[config.mk]
export PLATFORM = sky130hd
export DESIGN_NAME = ssp_sleep_cfg
export DESIGN_NICKNAME = d
export VERILOG_FILES = /design/src/hdl/ssp_pkg.sv /design/src/hdl/ssp_sleep_cfg.sv /design/src/hdl/ssp_sync.sv
export SDC_FILE = /design/constraint.sdc
export NUM_CORES = 1
export LEC_CHECK = 0
export BUFFER_PORTS_ARGS = -buffer_cell sky130_fd_sc_hd__buf_2
export CORE_MARGIN = 3
export CORE_UTILIZATION = 30
export CTS_BUF_LIST = sky130_fd_sc_hd__clkbuf_4
export CTS_CLUSTER_DIAMETER = 200
export DETAILED_ROUTE_END_ITERATION = 8
export PLACE_DENSITY_LB_ADDON = 0.05
export SETUP_SLACK_MARGIN = 0.2
export SYNTH_ARGS = -nofsm -noshare
export SYNTH_HDL_FRONTEND = slang
export SYNTH_SLANG_ARGS = --single-unit
[constraint.sdc]
create_clock -name i_clk -period 2.4 [get_ports i_clk]
set_input_delay 0.12 -clock i_clk [delete_from_list [all_inputs] [get_ports i_clk]]
set_output_delay 0.12 -clock i_clk [all_outputs]
set_load 0.05 [all_outputs]
[src/hdl/ssp_pkg.sv]
package ssp_pkg;
  // Command frame layout on the serial link.
  localparam int          FRAME_BITS = 32;
  localparam int          ADDR_W     = 7;
  localparam int          DATA_W     = 24;
  localparam int          ADDR_MSB   = 31;
  localparam int          ADDR_LSB   = 25;
  localparam int          RW_BIT     = 24;
  localparam int          FAULT_BIT  = 23;
  localparam int          INT_BIT    = 22;
  localparam int          REGD_W     = 22;
  localparam int          CNT_W      = 6;
  localparam logic [5:0]  FRAME_CNT  = 6'h20;

  // Input groups.
  localparam int          GND_N = 14;
  localparam int          PRG_N = 8;
  localparam int          SW_N  = 22;

  // Register address codes.
  localparam logic [6:0]  ADDR_GND_SLOW = 7'h19;
  localparam logic [6:0]  ADDR_PRG_DBNC = 7'h1a;
  localparam logic [6:0]  ADDR_GND_DBNC = 7'h1b;
  localparam logic [6:0]  ADDR_SLEEP    = 7'h1c;
  localparam logic [6:0]  ADDR_STATUS   = 7'h1f;

  // Reset values of the configuration registers.
  localparam logic [13:0] GND_RST = 14'h0000;
  localparam logic [7:0]  PRG_RST = 8'h00;

  // Slow polling divides the poll rate by four.
  localparam int          SLOW_DIV_W = 2;
  localparam logic [1:0]  SLOW_PHASE = 2'h0;

  // Debounce extension time and its length in clock cycles.
  localparam int          CLK_MHZ      = 250;
  localparam int          DBNC_US      = 1200;
  localparam int          DBNC_CYC     = DBNC_US * CLK_MHZ;
  localparam int          DBNC_W       = 20;
endpackage

[src/hdl/ssp_sleep_cfg.sv]
`timescale 1ns/1ns
// What this block does
// - Frame: address bits 31-25, read/write bit 24, data bits 23-0.
// - Slow-poll bit 1 polls a ground input at one quarter rate.
// - Address 0x19 holds ground-input slow-poll bits from data bit 0.
// - Debounce bit 0 detects change by voltage difference, no extension.
// - Debounce bit 1 keeps polling current 1.2 ms longer, samples at end.
// - Extension applies only in sleep and only to inputs with bit set.
// - Address 0x1a holds the eight programmable-input debounce bits.
// - Address 0x1b holds ground-input debounce bits from data bit 0.
// - Sleep is entered only by the dedicated command.
// - Entry command: address 0x1c, write flag 1, all data zero.
// - Accepted entry starts sleep polling and the interrupt timer.
// - Configuration survives a sleep stay and the return to normal.
// - First response after wake shows both flags set and input states.
// - Every response carries the fault and interrupt flags.
// - Reading switch status clears the interrupt-pending flag.
module ssp_sleep_cfg
  import ssp_pkg::*;
#(
  parameter int P_DBNC_CYC = ssp_pkg::DBNC_CYC
) (
  input  wire logic                        i_clk,
  input  wire logic                        i_sys_rst,
  input  wire logic                        i_spi_sclk,
  input  wire logic                        i_spi_cs_n,
  input  wire logic                        i_spi_mosi,
  output logic                             o_spi_miso,
  output logic                             o_spi_miso_oe,
  input  wire logic                        i_fault_any,
  input  wire logic                        i_int_pending,
  input  wire logic [ssp_pkg::SW_N-1:0]    i_switch_state,
  input  wire logic                        i_wake,
  input  wire logic                        i_poll_tick,
  input  wire logic                        i_poll_done,
  output logic                             o_sleep_entry,
  output logic                             o_sleep_state,
  output logic                             o_int_clear,
  output logic [ssp_pkg::GND_N-1:0]        o_ground_slow_poll,
  output logic [ssp_pkg::PRG_N-1:0]        o_prog_wake_debounce,
  output logic [ssp_pkg::GND_N-1:0]        o_ground_wake_debounce,
  output logic [ssp_pkg::GND_N-1:0]        o_ground_poll_en,
  output logic [ssp_pkg::GND_N-1:0]        o_ground_extend,
  output logic [ssp_pkg::PRG_N-1:0]        o_prog_extend,
  output logic                             o_debounce_hold,
  output logic                             o_debounce_sample
);
  import ssp_pkg::*;

  // Elaboration check: the debounce counter must be able to hold the loaded count.
  if (P_DBNC_CYC < 1 || P_DBNC_CYC >= (1 << DBNC_W)) begin : g_bad_dbnc
    $error("P_DBNC_CYC out of range");
  end

  localparam logic [DBNC_W-1:0] DBNC_LOAD = DBNC_W'(P_DBNC_CYC - 1);

  logic [2:0]            sync_w;
  logic                  sclk_s;
  logic                  cs_s;
  logic                  mosi_s;
  logic                  sclk_d_ff;
  logic                  cs_d_ff;
  logic [FRAME_BITS-1:0] rx_ff;
  logic [FRAME_BITS-1:0] tx_ff;
  logic [FRAME_BITS-1:0] resp_ff;
  logic                  resp_load_ff;
  logic [CNT_W-1:0]      bit_cnt_ff;
  logic                  miso_oe_ff;
  logic [GND_N-1:0]      gnd_slow_ff;
  logic [PRG_N-1:0]      prg_dbnc_ff;
  logic [GND_N-1:0]      gnd_dbnc_ff;
  logic                  sleep_ff;
  logic                  entry_ff;
  logic                  wake_pend_ff;
  logic                  int_clr_ff;
  logic [SLOW_DIV_W-1:0] poll_cnt_ff;
  logic [GND_N-1:0]      poll_en_ff;
  logic [GND_N-1:0]      gnd_ext_ff;
  logic [PRG_N-1:0]      prg_ext_ff;
  logic                  hold_ff;
  logic                  sample_ff;
  logic [DBNC_W-1:0]     dbnc_cnt_ff;

  logic                  sclk_rise;
  logic                  sclk_fall;
  logic                  cs_fall;
  logic                  cs_rise;
  logic                  frame_done;
  logic [ADDR_W-1:0]     cmd_addr;
  logic                  cmd_wr;
  logic [DATA_W-1:0]     cmd_data;
  logic                  entry_ok;
  logic [REGD_W-1:0]     rd_data;

  ssp_sync #(
    .WIDTH (3)
  ) u_sync (
    .i_clk     (i_clk),
    .i_sys_rst (i_sys_rst),
    .i_async   ({i_spi_sclk, i_spi_cs_n, i_spi_mosi}),
    .o_sync    (sync_w)
  );

  // Edge detection on the synchronised link signals.
  assign sclk_s    = sync_w[2];
  assign cs_s      = sync_w[1];
  assign mosi_s    = sync_w[0];
  assign sclk_rise = sclk_s & ~sclk_d_ff;
  assign sclk_fall = ~sclk_s & sclk_d_ff;
  assign cs_fall   = ~cs_s & cs_d_ff;
  assign cs_rise   = cs_s & ~cs_d_ff;

  // A frame counts only with exactly 32 clocks; anything else is dropped.
  assign frame_done = cs_rise && (bit_cnt_ff == FRAME_CNT);
  assign cmd_addr   = rx_ff[ADDR_MSB:ADDR_LSB];
  assign cmd_wr     = rx_ff[RW_BIT];
  assign cmd_data   = rx_ff[DATA_W-1:0];
  assign entry_ok   = frame_done && cmd_addr == ADDR_SLEEP && cmd_wr
                      && cmd_data == '0;

  // Read data for the response; unmapped and write-only codes read as zero.
  always_comb begin
    rd_data = '0;
    case (cmd_addr)
      ADDR_GND_SLOW: rd_data = REGD_W'(gnd_slow_ff);
      ADDR_PRG_DBNC: rd_data = REGD_W'(prg_dbnc_ff);
      ADDR_GND_DBNC: rd_data = REGD_W'(gnd_dbnc_ff);
      ADDR_STATUS:   rd_data = i_switch_state;
      default:       rd_data = '0;
    endcase
  end

  always_ff @(posedge i_clk) begin
    if (i_sys_rst) begin
      sclk_d_ff <= 1'b1;
      cs_d_ff   <= 1'b1;
    end else begin
      sclk_d_ff <= sclk_s;
      cs_d_ff   <= cs_s;
    end
  end

  // Receive shift register: MOSI is taken on the rising link clock edge.
  always_ff @(posedge i_clk) begin
    if (i_sys_rst) begin
      rx_ff      <= '0;
      bit_cnt_ff <= '0;
    end else if (cs_fall) begin
      bit_cnt_ff <= '0;
    end else if (sclk_rise && !cs_s) begin
      rx_ff <= {rx_ff[FRAME_BITS-2:0], mosi_s};
      // Saturate well past 32 so that an over-long frame never looks whole.
      if (bit_cnt_ff != '1) begin
        bit_cnt_ff <= bit_cnt_ff + 1'b1;
      end
    end
  end

  // The answer to a command goes out in the frame that follows it.
  // It is captured one clock after the frame, so a write answers with the value it stored.
  always_ff @(posedge i_clk) begin
    if (i_sys_rst) begin
      resp_load_ff <= 1'b0;
      resp_ff      <= '0;
    end else begin
      resp_load_ff <= frame_done;
      if (resp_load_ff) begin
        resp_ff <= {cmd_addr, cmd_wr, i_fault_any, i_int_pending, rd_data};
      end
    end
  end

  // Transmit: load at chip select fall, shift on each falling link edge.
  always_ff @(posedge i_clk) begin
    if (i_sys_rst) begin
      tx_ff <= '0;
    end else if (cs_fall) begin
      if (wake_pend_ff) begin
        tx_ff <= {ADDR_STATUS, 1'b0, 1'b1, 1'b1, i_switch_state};
      end else begin
        tx_ff <= resp_ff;
      end
    end else if (sclk_fall && !cs_s) begin
      tx_ff <= {tx_ff[FRAME_BITS-2:0], 1'b0};
    end
  end

  // MISO is driven only while the device is selected.
  always_ff @(posedge i_clk) begin
    if (i_sys_rst) begin
      miso_oe_ff <= 1'b0;
    end else begin
      miso_oe_ff <= ~cs_s;
    end
  end

  // Configuration writes; sleep never touches these registers.
  always_ff @(posedge i_clk) begin
    if (i_sys_rst) begin
      gnd_slow_ff <= GND_RST;
      prg_dbnc_ff <= PRG_RST;
      gnd_dbnc_ff <= GND_RST;
    end else if (frame_done && cmd_wr) begin
      if (cmd_addr == ADDR_GND_SLOW) begin
        gnd_slow_ff <= cmd_data[GND_N-1:0];
      end
      if (cmd_addr == ADDR_PRG_DBNC) begin
        prg_dbnc_ff <= cmd_data[PRG_N-1:0];
      end
      if (cmd_addr == ADDR_GND_DBNC) begin
        gnd_dbnc_ff <= cmd_data[GND_N-1:0];
      end
    end
  end

  // Sleep state: set only by the entry command, cleared by a wake event.
  always_ff @(posedge i_clk) begin
    if (i_sys_rst) begin
      sleep_ff <= 1'b0;
      entry_ff <= 1'b0;
    end else begin
      entry_ff <= entry_ok && !sleep_ff;
      if (entry_ok) begin
        sleep_ff <= 1'b1;
      end else if (i_wake) begin
        sleep_ff <= 1'b0;
      end
    end
  end

  // Wake marker for the next response; a new wake wins over the clear.
  always_ff @(posedge i_clk) begin
    if (i_sys_rst) begin
      wake_pend_ff <= 1'b0;
    end else if (i_wake && sleep_ff) begin
      wake_pend_ff <= 1'b1;
    end else if (cs_fall) begin
      wake_pend_ff <= 1'b0;
    end
  end

  // Status read asks the interrupt logic to drop its pending flag.
  always_ff @(posedge i_clk) begin
    if (i_sys_rst) begin
      int_clr_ff <= 1'b0;
    end else begin
      int_clr_ff <= frame_done && cmd_addr == ADDR_STATUS && !cmd_wr;
    end
  end

  // Poll phase counter, running on poll ticks during sleep only.
  always_ff @(posedge i_clk) begin
    if (i_sys_rst) begin
      poll_cnt_ff <= SLOW_PHASE;
    end else if (!sleep_ff) begin
      poll_cnt_ff <= SLOW_PHASE;
    end else if (i_poll_tick) begin
      poll_cnt_ff <= poll_cnt_ff + 1'b1;
    end
  end

  // Slow inputs poll on one tick in four, so their period is four times longer.
  for (genvar g = 0; g < GND_N; g++) begin : g_poll
    always_ff @(posedge i_clk) begin
      if (i_sys_rst) begin
        poll_en_ff[g] <= 1'b0;
      end else begin
        poll_en_ff[g] <= sleep_ff && i_poll_tick
                         && (!gnd_slow_ff[g] || poll_cnt_ff == SLOW_PHASE);
      end
    end
  end

  // Extension masks: only in sleep, only where the debounce bit is set.
  always_ff @(posedge i_clk) begin
    if (i_sys_rst) begin
      gnd_ext_ff <= '0;
      prg_ext_ff <= '0;
    end else begin
      gnd_ext_ff <= sleep_ff ? gnd_dbnc_ff : '0;
      prg_ext_ff <= sleep_ff ? prg_dbnc_ff : '0;
    end
  end

  // Debounce timer holds the polling current, then asks for one sample.
  // One shared timer is enough because slow inputs poll on a subset of the same poll ticks.
  always_ff @(posedge i_clk) begin
    if (i_sys_rst) begin
      hold_ff     <= 1'b0;
      sample_ff   <= 1'b0;
      dbnc_cnt_ff <= '0;
    end else begin
      sample_ff <= 1'b0;
      if (!sleep_ff) begin
        hold_ff <= 1'b0;
      end else if (!hold_ff && i_poll_done && (|gnd_ext_ff || |prg_ext_ff)) begin
        hold_ff     <= 1'b1;
        dbnc_cnt_ff <= DBNC_LOAD;
      end else if (hold_ff) begin
        if (dbnc_cnt_ff == '0) begin
          hold_ff   <= 1'b0;
          sample_ff <= 1'b1;
        end else begin
          dbnc_cnt_ff <= dbnc_cnt_ff - 1'b1;
        end
      end
    end
  end

  assign o_spi_miso             = tx_ff[FRAME_BITS-1];
  assign o_spi_miso_oe          = miso_oe_ff;
  assign o_sleep_entry          = entry_ff;
  assign o_sleep_state          = sleep_ff;
  assign o_int_clear            = int_clr_ff;
  assign o_ground_slow_poll     = gnd_slow_ff;
  assign o_prog_wake_debounce   = prg_dbnc_ff;
  assign o_ground_wake_debounce = gnd_dbnc_ff;
  assign o_ground_poll_en       = poll_en_ff;
  assign o_ground_extend        = gnd_ext_ff;
  assign o_prog_extend          = prg_ext_ff;
  assign o_debounce_hold        = hold_ff;
  assign o_debounce_sample      = sample_ff;

  a_reset_clears_cfg: assert property (@(posedge i_clk)
    $past(i_sys_rst) |-> (gnd_slow_ff == '0 && prg_dbnc_ff == '0 && gnd_dbnc_ff == '0))
    else $error("config not cleared by reset");

  a_slow_write: assert property (@(posedge i_clk) disable iff (i_sys_rst)
    frame_done && cmd_wr && cmd_addr == ADDR_GND_SLOW |=> gnd_slow_ff == $past(cmd_data[13:0]))
    else $error("slow poll write lost");

  a_prog_dbnc_write: assert property (@(posedge i_clk) disable iff (i_sys_rst)
    frame_done && cmd_wr && cmd_addr == ADDR_PRG_DBNC |=> prg_dbnc_ff == $past(cmd_data[7:0]))
    else $error("programmable debounce write lost");

  a_gnd_dbnc_write: assert property (@(posedge i_clk) disable iff (i_sys_rst)
    frame_done && cmd_wr && cmd_addr == ADDR_GND_DBNC |=> gnd_dbnc_ff == $past(cmd_data[13:0]))
    else $error("ground debounce write lost");

  a_sleep_by_cmd: assert property (@(posedge i_clk) disable iff (i_sys_rst)
    $rose(sleep_ff) |-> $past(frame_done && cmd_wr && cmd_addr == ADDR_SLEEP && cmd_data == '0))
    else $error("sleep entered without command");

  a_cfg_kept: assert property (@(posedge i_clk) disable iff (i_sys_rst)
    $fell(sleep_ff) |-> $stable(gnd_slow_ff) && $stable(prg_dbnc_ff) && $stable(gnd_dbnc_ff))
    else $error("config changed across sleep");

  a_wake_flags: assert property (@(posedge i_clk) disable iff (i_sys_rst)
    wake_pend_ff && cs_fall |=> tx_ff[FAULT_BIT] && tx_ff[INT_BIT] && !wake_pend_ff)
    else $error("wake response flags missing");

  a_int_clear: assert property (@(posedge i_clk) disable iff (i_sys_rst)
    frame_done && !cmd_wr && cmd_addr == ADDR_STATUS |=> o_int_clear ##1 !o_int_clear)
    else $error("status read did not clear interrupt");

  a_extend_sleep: assert property (@(posedge i_clk) disable iff (i_sys_rst)
    (|o_ground_extend || |o_prog_extend) |-> $past(sleep_ff))
    else $error("extension outside sleep");

  a_slow_quarter: assert property (@(posedge i_clk) disable iff (i_sys_rst)
    poll_en_ff[0] && gnd_slow_ff[0] && $stable(gnd_slow_ff) |-> $past(poll_cnt_ff) == SLOW_PHASE)
    else $error("slow input polled off phase");

  a_sample_end: assert property (@(posedge i_clk) disable iff (i_sys_rst)
    o_debounce_sample |-> $past(hold_ff) && !hold_ff)
    else $error("sample without hold");
endmodule // ssp_sleep_cfg

[src/hdl/ssp_sync.sv]
`timescale 1ns/1ns
// Two-stage synchroniser for pin inputs; only the second stage is read.
module ssp_sync #(
  parameter int WIDTH = 3
) (
  input  wire logic             i_clk,
  input  wire logic             i_sys_rst,
  input  wire logic [WIDTH-1:0] i_async,
  output logic      [WIDTH-1:0] o_sync
);
  logic [WIDTH-1:0] meta_ff;
  logic [WIDTH-1:0] sync_ff;

  // Reset values put the link at idle with chip select high.
  always_ff @(posedge i_clk) begin
    if (i_sys_rst) begin
      meta_ff <= '1;
      sync_ff <= '1;
    end else begin
      meta_ff <= i_async;
      sync_ff <= meta_ff;
    end
  end

  assign o_sync = sync_ff;
endmodule // ssp_sync

; Word-level counts from Yosys, hierarchy flattened
; Index checks and enable logic that the tools add are counted.
[op_classes]
addsub = 3
bitwise = 11
mux = 15
n_reduce_logical = 79
eq_ne = 8
[ops]
columns = op, count
row1 = 32-bit 2-to-1 mux, 3
row2 = 22-bit case mux with 4 select lines, 1
row3 = 20-bit 2-to-1 mux, 3
row4 = "7-bit by 5-bit equality test with 1-bit output, second input constant", 5
row5 = 1-bit logical AND, 28
row6 = 24-bit zero test, 1
row7 = 20-bit zero test, 1
row8 = "20-bit by 1-bit subtractor with 20-bit output, second input constant", 1
row9 = 1-bit zero test, 18
row10 = 1-bit logical OR, 15
row11 = 14-bit OR reduction, 1
row12 = 2-bit AND reduction, 5
row13 = 1-bit 2-to-1 mux, 8
row14 = 2-bit nonzero test, 4
row15 = 8-bit OR reduction, 1
row16 = 1-bit NOT, 7
row17 = "6-bit by 1-bit adder with 6-bit output, second input constant", 1
row18 = "6-bit equality test, second input constant", 1
row19 = "6-bit != test, second input constant", 1
row20 = 1-bit bitwise AND, 4
row21 = 2-bit OR reduction, 2
row22 = 4-bit OR reduction, 1
row23 = 3-bit AND reduction, 1
row24 = "2-bit by 1-bit adder with 2-bit output, second input constant", 1
row25 = 2 further kinds, 2
[totals]
ff_bits = 212
input_bits = 32
out_inout_bits = 79

; Depth between registers and ports, before layout
; Gate-level depths: netlist of the first run.
[logic_depth]
depth_word = 7
depth_mapped = 9

; Hierarchy
; From an unflattened synthesis of the first run, not the netlist that was laid out.
[hier_totals]
hier_cells = 919
area_unflattened_um2 = 8444.3
[by_module_without_submodules]
columns = mod, cells_per_inst, area_per_inst_um2, instances, seq_area_each_um2
row1 = ssp_sleep_cfg, 907, 8286.7, 1, 4124.0
row2 = ssp_sync, 12, 157.7, 1, 120.1

; Worst setup path before layout of the first run
; No wires, ideal clock.
[synth_path]
path_type = register to register
startpoint = register gnd_ext_ff[6] (netlist: o_ground_extend[6])
endpoint = register dbnc_cnt_ff[2]
required_ps = 2263
setup_slack_ps = 431
arrival_time_ps = 1832
synth_period_minus_slack_ps = 1969
stages_incl_launch_ff = 5
path_cell_list = dfxtp_1 > or4_1 > o41ai_1 > clkbuf_1 > a31oi_1
[synth_between]
elab_chain_cells = 5
elab_cells_between_ends = 7
classes_between = eq/ne: 1 / mux: 1 / reduce/logical: 5
[synth_rtl]
columns = item, line_no
row1 = from (decl), ssp_sleep_cfg.sv:78  ; logic [GND_N-1:0] gnd_ext_ff;
row2 = from (signal assigned), ssp_sleep_cfg.sv:280  ; gnd_ext_ff <= sleep_ff ? gnd_dbnc_ff : '0;
row3 = 14-bit OR reduction *, ssp_sleep_cfg.sv:296  ; end else if (!hold_ff && i_poll_done && (|gnd_ext_ff || |prg_ext_ff)) begin
row4 = 1-bit logical OR *, ssp_sleep_cfg.sv:296
row5 = 1-bit logical AND *, ssp_sleep_cfg.sv:296
row6 = 2-bit != test (no line) or 2-bit nonzero test (tied branches), -
row7 = 3-bit AND reduction (no line), -
row8 = to (signal assigned), ssp_sleep_cfg.sv:304  ; dbnc_cnt_ff <= dbnc_cnt_ff - 1'b1;
row9 = to (decl), ssp_sleep_cfg.sv:82  ; logic [DBNC_W-1:0] dbnc_cnt_ff;
; Mark *: on every way between the ends. The rest lies on a longest branch, timed or not.
; A chain may end at the register's enable or synchronous reset.

; Worst setup path in the final report of the first run
[layout_path]
startpoint = register bit_cnt_ff[0]
endpoint = register gnd_slow_ff[13] (netlist: o_ground_slow_poll[13])
[layout_between]
elab_chain_cells = 4
[layout_rtl]
columns = item, line_no
row1 = from (decl), ssp_sleep_cfg.sv:67  ; logic [CNT_W-1:0] bit_cnt_ff;
row2 = from (signal assigned), ssp_sleep_cfg.sv:154  ; bit_cnt_ff <= bit_cnt_ff + 1'b1;
row3 = 6-bit equality test, ssp_sleep_cfg.sv:114  ; assign frame_done = cs_rise && (bit_cnt_ff == FRAME_CNT);
row4 = 1-bit logical AND, ssp_sleep_cfg.sv:114
row5 = 1-bit logical AND, ssp_sleep_cfg.sv:203  ; end else if (frame_done && cmd_wr) begin
row6 = 2-bit AND reduction (no line), -
row7 = to (signal assigned), ssp_sleep_cfg.sv:205  ; gnd_slow_ff <= cmd_data[GND_N-1:0];
row8 = to (decl), ssp_sleep_cfg.sv:69  ; logic [GND_N-1:0] gnd_slow_ff;
; Every way passes these cells.

==> impl_metrics.json, run 1 <==
{
  "layoutNonFillerInstCount": 1503,
  "clk_latency_ps": 710,
  "cap_violations": 0,
  "power.share.clock_pct": 45.6,
  "net-switching-power_mw": 1.65,
  "tritoncts": "yes",
  "worst_ep_required_time_ps": 2940,
  "fin_ws_ps": 360,
  "finalSetupViolCount": 0,
  "post_drt_via_cell_ratio": 4.73,
  "leakagePower_nw": 4.24,
  "worst_hold_path_type": "in2reg",
  "dr_wl_met3_um": 1150,
  "grt_remaining_overflow": 0,
  "peakVddDrop_mv": 0.291,
  "p_per_area_mw_per_mm2": 656,
  "wl_um": 25700,
  "clkSlewWorstSetupHoldPaths_ps": 60,
  "slowest_delay_ps": 720,
  "fill_cell_instance_count_of_the_final_layout": 2957,
  "die_area_mm2": 0.0308,
  "cts.sink_count": 212,
  "grt_max_degree": 86,
  "cts_htree_levels": 2,
  "post-synth-top-area-fraction_pct": 49.3,
  "seq_area_frac_synth_pct": 49.3,
  "internal_power_mw": 5.32,
  "finish.net_count": 1120,
  "drt_drc_violations_left": 0,
  "tightestPinTransition_ps": 679,
  "cp.arrival_ps": 2580,
  "die-width_um": 175,
  "die-height_um": 175,
  "synth_async_sr_flop_share_pct": 0,
  "syn_nets": 957,
  "final_cell_area_excluding_filler_cells_mm2": 0.0106,
  "rsz0062_at_grt": "no",
  "chain_of_cells_forming_the_critical_path": "inv_1, ha_1, and4bb_1, nand4_2, or4b_4, mux2i_1, nor2_1",
  "timing_hold_violations_final": 0,
  "ys.warnings.count": 0,
  "layout_skew_ps": 53.5,
  "slew_headroom_pct": 54.7,
  "synth-edff-count": 0,
  "power.total_mw": 6.97,
  "drt-initial-drc-count": 398,
  "vias": 7111,
  "timing.hold.ws_ps": 55.6,
  "gp_routability_congestion": 0.756,
  "fmax_ghz": 0.490,
  "track_usage_pct": 16.5,
  "layout-drive-gt1-share_pct": 23.6,
  "placement.io_buffers": 110,
  "topRoutingLayerUsed": "met4",
  "detail-route-antenna-nets": 0,
  "worst-path-max-fanout": 14,
  "std_cell_rows": 61,
  "drv_slew": 0,
  "io_pins": 111,
  "cts_buffers": 60,
  "postPlaceCellArea_mm2": 0.00957,
  "clock_tree.buffer_depth": 3,
  "synth_cell_types": 59,
  "wl_met1_um": 12900,
  "power.combinational.fraction_pct": 3.2,
  "cts.root.buffer_cell": "clkbuf_4",
  "global_route_wire_length_before_repair_um": 40700,
  "commonest_non_fill_non_tap_cells_in_the_layout": "dfxtp_1 (211), buf_2 (109), nor2_1 (101), clkbuf_4 (88), a21oi_1 (83)",
  "areaGrowthSynthToFinish_pct": 23.3,
  "wirelength_per_cell_um": 17.1,
  "placed_cells": 1369,
  "timing.setup.critical_path_class": "reg2reg",
  "tcrit_tclk_final_pct": 85.0,
  "outcome": "complete, no violations",
  "yosys_register_bits": 212,
  "worst_setup_path_end_kind": "flip-flop",
  "synth_cells": 920,
  "drt_pre_antenna_iters": 4,
  "most_frequent_standard_cell_in_the_layout_excluding_fill_and_tap_cells": "dfxtp_1",
  "power.share.switching_pct": 23.7,
  "main_synth_ff_type": "dfxtp_1",
  "power.share.sequential_pct": 51.2,
  "final_util_pct": 37.9,
  "dp.final_hpwl_um": 17600,
  "number_of_antenna_violations_at_the_first_check_in_global_routing": 1,
  "fp.coreArea_mm2": 0.0280,
  "netlist_area_mm2": 0.00861,
  "wl_met2_um": 11100,
  "first_global_vias": 7068,
  "crit_path_top_delay_cell": "or4b_4",
  "fin_tns_setup_ps": 0,
  "netlist.top_cell.by_area": "dfxtp_1",
  "start_kind": "flip-flop",
  "floorplan.initialDensity_pct": 30.7,
  "synthesis.area_per_instance_um2": 9.36,
  "dp_worst_setup_slack_ps": 278,
  "synth_area_leaders": "dfxtp_1 (49%), mux2i_1 (9.3%), a21oi_1 (4.8%), a211oi_1 (4.7%), nor2_1 (4.5%)",
  "final_period_minus_worst_setup_slack_ps": 2040
}
==> cell families after synthesis <==
| logic type | synth area share (%) |
|---|---|
| AND/OR/NAND/NOR | 20.0 |
| flip-flops | 49.3 |
| adder cells (fa/ha/maj) | 0.727 |
| AO/OA/AOI/OAI | 13.6 |
| multiplexers | 10.3 |
| XOR/XNOR | 1.63 |
| buffers and inverters | 4.33 |
==> registers in the layout (all words and copies together) (netlist names), 3 cells and up <==
signal,flops
o_prog_extend,8
o_ground_poll_en,14
bit_cnt_ff,6
u_sync.meta_ff,3
o_ground_extend,14
rx_ff,32
tx_ff,32
o_ground_wake_debounce,14
resp_ff,32
o_ground_slow_poll,14
u_sync.o_sync,3
o_prog_wake_debounce,8
dbnc_cnt_ff,20
==> path summary, 6_finish.rpt <==
path | from | end | slack (ps) | depth (start not counted)
setup / recovery | bit_cnt_ff[0] | o_ground_slow_poll[13] | 360 | 7
hold / removal | i_poll_done | dbnc_cnt_ff[9] | 60 | 6
setup reg to reg | bit_cnt_ff[0] | o_ground_slow_poll[13] | 360 | 7
hold reg to reg | u_sync.meta_ff[2] | u_sync.o_sync[2] | 410 | 1
==> layer usage <==
layer / global-route usage, % / vias to the layer above
met1: 23.9 / 3313
met2: 24.8 / 152
met4: 5.22 / 0
li1: - / 3605
met5: 0 / -
met3: 3.16 / 41
==> critical path: cells and delay by family, from the launching register on <==
| kind | cells | cell delay, ps |
|---|---|---|
| and+or+nand+nor | 4 | 1170 |
| DFF | 1 | 340 |
| muxes | 1 | 200 |
| adders and majority gates | 1 | 130 |
| buffers and inverters | 1 | 70 |
==> power by group through the flow <==
stage	combinational [mW]	clock, mW	sequential [mW]
after floorplan	0.105	0	3.64
after global placement	0.186	0	3.65
after detailed placement	0.185	0	3.65
after CTS	0.225	3.35	3.57
after global routing	0.245	3.51	3.57
final	0.221	3.18	3.57
==> area by class of cell <==
class,count,area [um^2],area share (%)
antenna,1,2.50,0.0236
clock buffer,88,661,6.22
clock inverter,15,66.3,0.625
inverter,9,33.8,0.318
multi-input combinational,631,4030,37.9
sequential,212,4250,40.0
tap,378,473,4.46
timing repair buffer,169,1110,10.4
==> cell usage after synthesis (all sizes together), types with 4 or more instances <==
master	instances
o2bb2ai	14
or4	4
and2	24
xor2	11
nor4	13
xnor2	5
nand2	78
o21ai	5
or2	10
and3	5
ha	5
mux2	8
nand2b	4
a22oi	15
nand3	7
nand4	8
nor2b	47
mux2i	80
inv	9
a211oi	54
a21oi	83
buf	14
dfxtp	212
nor3	12
clkbuf	53
nor2	103
a31oi	6
==> repair_timing <==
item,4_1_cts,5_1_grt
buffers inserted,0,0
endpoints found under the setup margin,0,13
hold endpoints to repair,76,0
gates resized for setup,0,4
hold buffers,30,0
Note: power is estimated with default switching activity, not from simulation.
==> run 2: changes to the inputs <==
--- a/config.mk
+++ b/config.mk
@@ -6,13 +6,15 @@
 export NUM_CORES = 1
 export LEC_CHECK = 0
 export BUFFER_PORTS_ARGS = -buffer_cell sky130_fd_sc_hd__buf_2
-export CORE_MARGIN = 3
+export CORE_MARGIN = 2
 export CORE_UTILIZATION = 30
 export CTS_BUF_LIST = sky130_fd_sc_hd__clkbuf_4
 export CTS_CLUSTER_DIAMETER = 200
 export DETAILED_ROUTE_END_ITERATION = 8
 export PLACE_DENSITY_LB_ADDON = 0.05
 export SETUP_SLACK_MARGIN = 0.2
+export SKIP_CTS_REPAIR_TIMING = 1
+export SLEW_MARGIN = 5
 export SYNTH_ARGS = -nofsm -noshare
 export SYNTH_HDL_FRONTEND = slang
 export SYNTH_SLANG_ARGS = --single-unit
==> impl_metrics.json, run 2 (synthesis gave the netlist of run 1 again) <==
{
  "worst-path-max-fanout": 14,
  "fin_tns_setup_ps": 0,
  "clkSlewWorstSetupHoldPaths_ps": 60,
  "buf_inv_on_cp": 1,
  "grt_max_usage_layer": "met2",
  "post_drt_via_cell_ratio": 4.72,
  "clock_tree.buffer_depth": 3,
  "die-height_um": 173,
  "tritoncts": "yes",
  "first_global_vias": 6947,
  "io_pins": 111,
  "met3_track_demand_over_resource_pct": 3.46,
  "grt_max_degree": 87,
  "worst_ep_required_time_ps": 2950,
  "wl_um": 25600,
  "areaGrowthSynthToFinish_pct": 24.5,
  "net-switching-power_mw": 1.66,
  "cp.depth": 7,
  "wirelength_per_cell_um": 16.9,
  "commonest_non_fill_non_tap_cells_in_the_layout": "dfxtp_1 (211), buf_2 (109), nor2_1 (102), clkbuf_4 (94), a21oi_1 (83)",
  "timing.setup.critical_path_class": "reg2reg",
  "cts_buffers": 61,
  "cap_violations": 0,
  "gp_routability_congestion": 0.775,
  "layout_top_registers": "resp_ff: 32 flops, rx_ff: 32 flops, tx_ff: 32 flops",
  "layout-drive-gt1-share_pct": 23.5,
  "clk_latency_ps": 690,
  "cts_htree_levels": 2,
  "worst_hold_path_type": "in2reg",
  "dp.final_hpwl_um": 17100,
  "finish.net_count": 1119,
  "most_frequent_standard_cell_in_the_layout_excluding_fill_and_tap_cells": "dfxtp_1",
  "drt_drc_violations_left": 0,
  "grt_remaining_overflow": 0,
  "power.combinational.fraction_pct": 3.0,
  "power.total_mw": 7.29,
  "final_util_pct": 37.6,
  "vias": 7125,
  "die-width_um": 173,
  "rsz0062_at_grt": "no",
  "final_period_minus_worst_setup_slack_ps": 2010,
  "worstHoldPathCells": 3,
  "start_kind": "flip-flop",
  "finalSetupViolCount": 0,
  "tcrit_tclk_final_pct": 83.9,
  "drt_pre_antenna_iters": 8,
  "track_usage_pct": 16.8,
  "peakVddDrop_mv": 0.386,
  "tightestPinTransition_ps": 952,
  "fp.coreArea_mm2": 0.0285,
  "p_per_area_mw_per_mm2": 680,
  "met1_routing_resource_usage_after_global_routing_pct": 24.3,
  "cts.root.buffer_cell": "clkbuf_4",
  "detail-route-antenna-nets": 0,
  "outcome": "complete, no violations",
  "worstRegToRegCells": 7,
  "layout_skew_ps": 48.8,
  "fmax_ghz": 0.496,
  "timing_hold_violations_final": 0,
  "drv_slew": 0,
  "die_area_mm2": 0.0301,
  "internal_power_mw": 5.63,
  "multi_input_area_mm2": 0.00402,
  "global_route_wire_length_before_repair_um": 40200,
  "fill_cell_instance_count_of_the_final_layout": 3005,
  "number_of_antenna_violations_at_the_first_check_in_global_routing": 1,
  "std_cell_rows": 62,
  "drt-initial-drc-count": 300,
  "cp.arrival_ps": 2560,
  "chain_of_cells_forming_the_critical_path": "inv_1, ha_1, and4bb_1, nand4_2, or4b_4, mux2i_1, nor2_1",
  "slew_headroom_pct": 36.3,
  "cts.sink_count": 212,
  "power.share.clock_pct": 48.1,
  "placement.io_buffers": 110,
  "crit_path_top_delay_cell": "or4b_4",
  "leakagePower_nw": 4.29,
  "path_delay_family": "simple AND/OR/NAND/NOR gates",
  "power.share.sequential_pct": 48.9,
  "register_to_register_setup_slack_ps": 390,
  "m2_gr_usage_pct": 24.8,
  "floorplan.initialDensity_pct": 30.2,
  "power.share.switching_pct": 22.8,
  "worst_setup_path_end_kind": "flip-flop",
  "slowest_delay_ps": 680,
  "sequential_cell_area_mm2": 0.00425
}
## run 2: through the flow
| stage | cells | instance area, um^2 | hold slack (ps) | worst slack [ps] |
|---|---|---|---|---|
| final | 1511 | 10700 | 147 | 385 |
| after global routing | 1511 | 10700 | 101 | 226 |
| after CTS | 1477 | 10400 | -461 | 255 |
| after detailed placement | 1370 | 9560 | 310 | 276 |
| after global placement | 1370 | 9560 | 304 | 361 |
| after floorplan | 920 | 8610 | 223 | 431 |
## run 2: final cells by class
type,instances,area share [%]
Antenna cell,1,0.0233
Clock buffer,94,6.58
Clock inverter,13,1.00
Inverter,9,0.315
Multi-Input combinational cell,631,37.5
Sequential cell,212,39.6
Tap cell,384,4.48
Timing Repair Buffer,167,10.5
## run 2: worst min-delay path: cells and delay by family
kind | cells | cell delay (ps)
and+or+nand+nor | 1 | 80
buffers and inverters | 2 | 610
## run 2: path summary, 6_finish.rpt
| kind | endpoint | startpoint |
|---|---|---|
| max reg2reg | o_ground_slow_poll[13] | bit_cnt_ff[0] |
| min reg2reg | u_sync.o_sync[1] | u_sync.meta_ff[1] |
| min | u_sync.meta_ff[2] | i_spi_sclk |
| max | o_ground_slow_poll[13] | bit_cnt_ff[0] |
## run 2: power groups by stage
stage	Sequential, mW	Clock [mW]	Combinational, mW
final	3.57	3.50	0.218
after global routing	3.57	3.86	0.239
after CTS	3.57	3.67	0.182
after detailed placement	3.65	0	0.182
after global placement	3.65	0	0.182
after floorplan	3.64	0	0.105
## run 2: metal layers
metal,routed length (um),part of all wire [%]
met3,1170,4.6
met5,0,0
met1,12800,50
met2,11100,43
met4,501,2.0
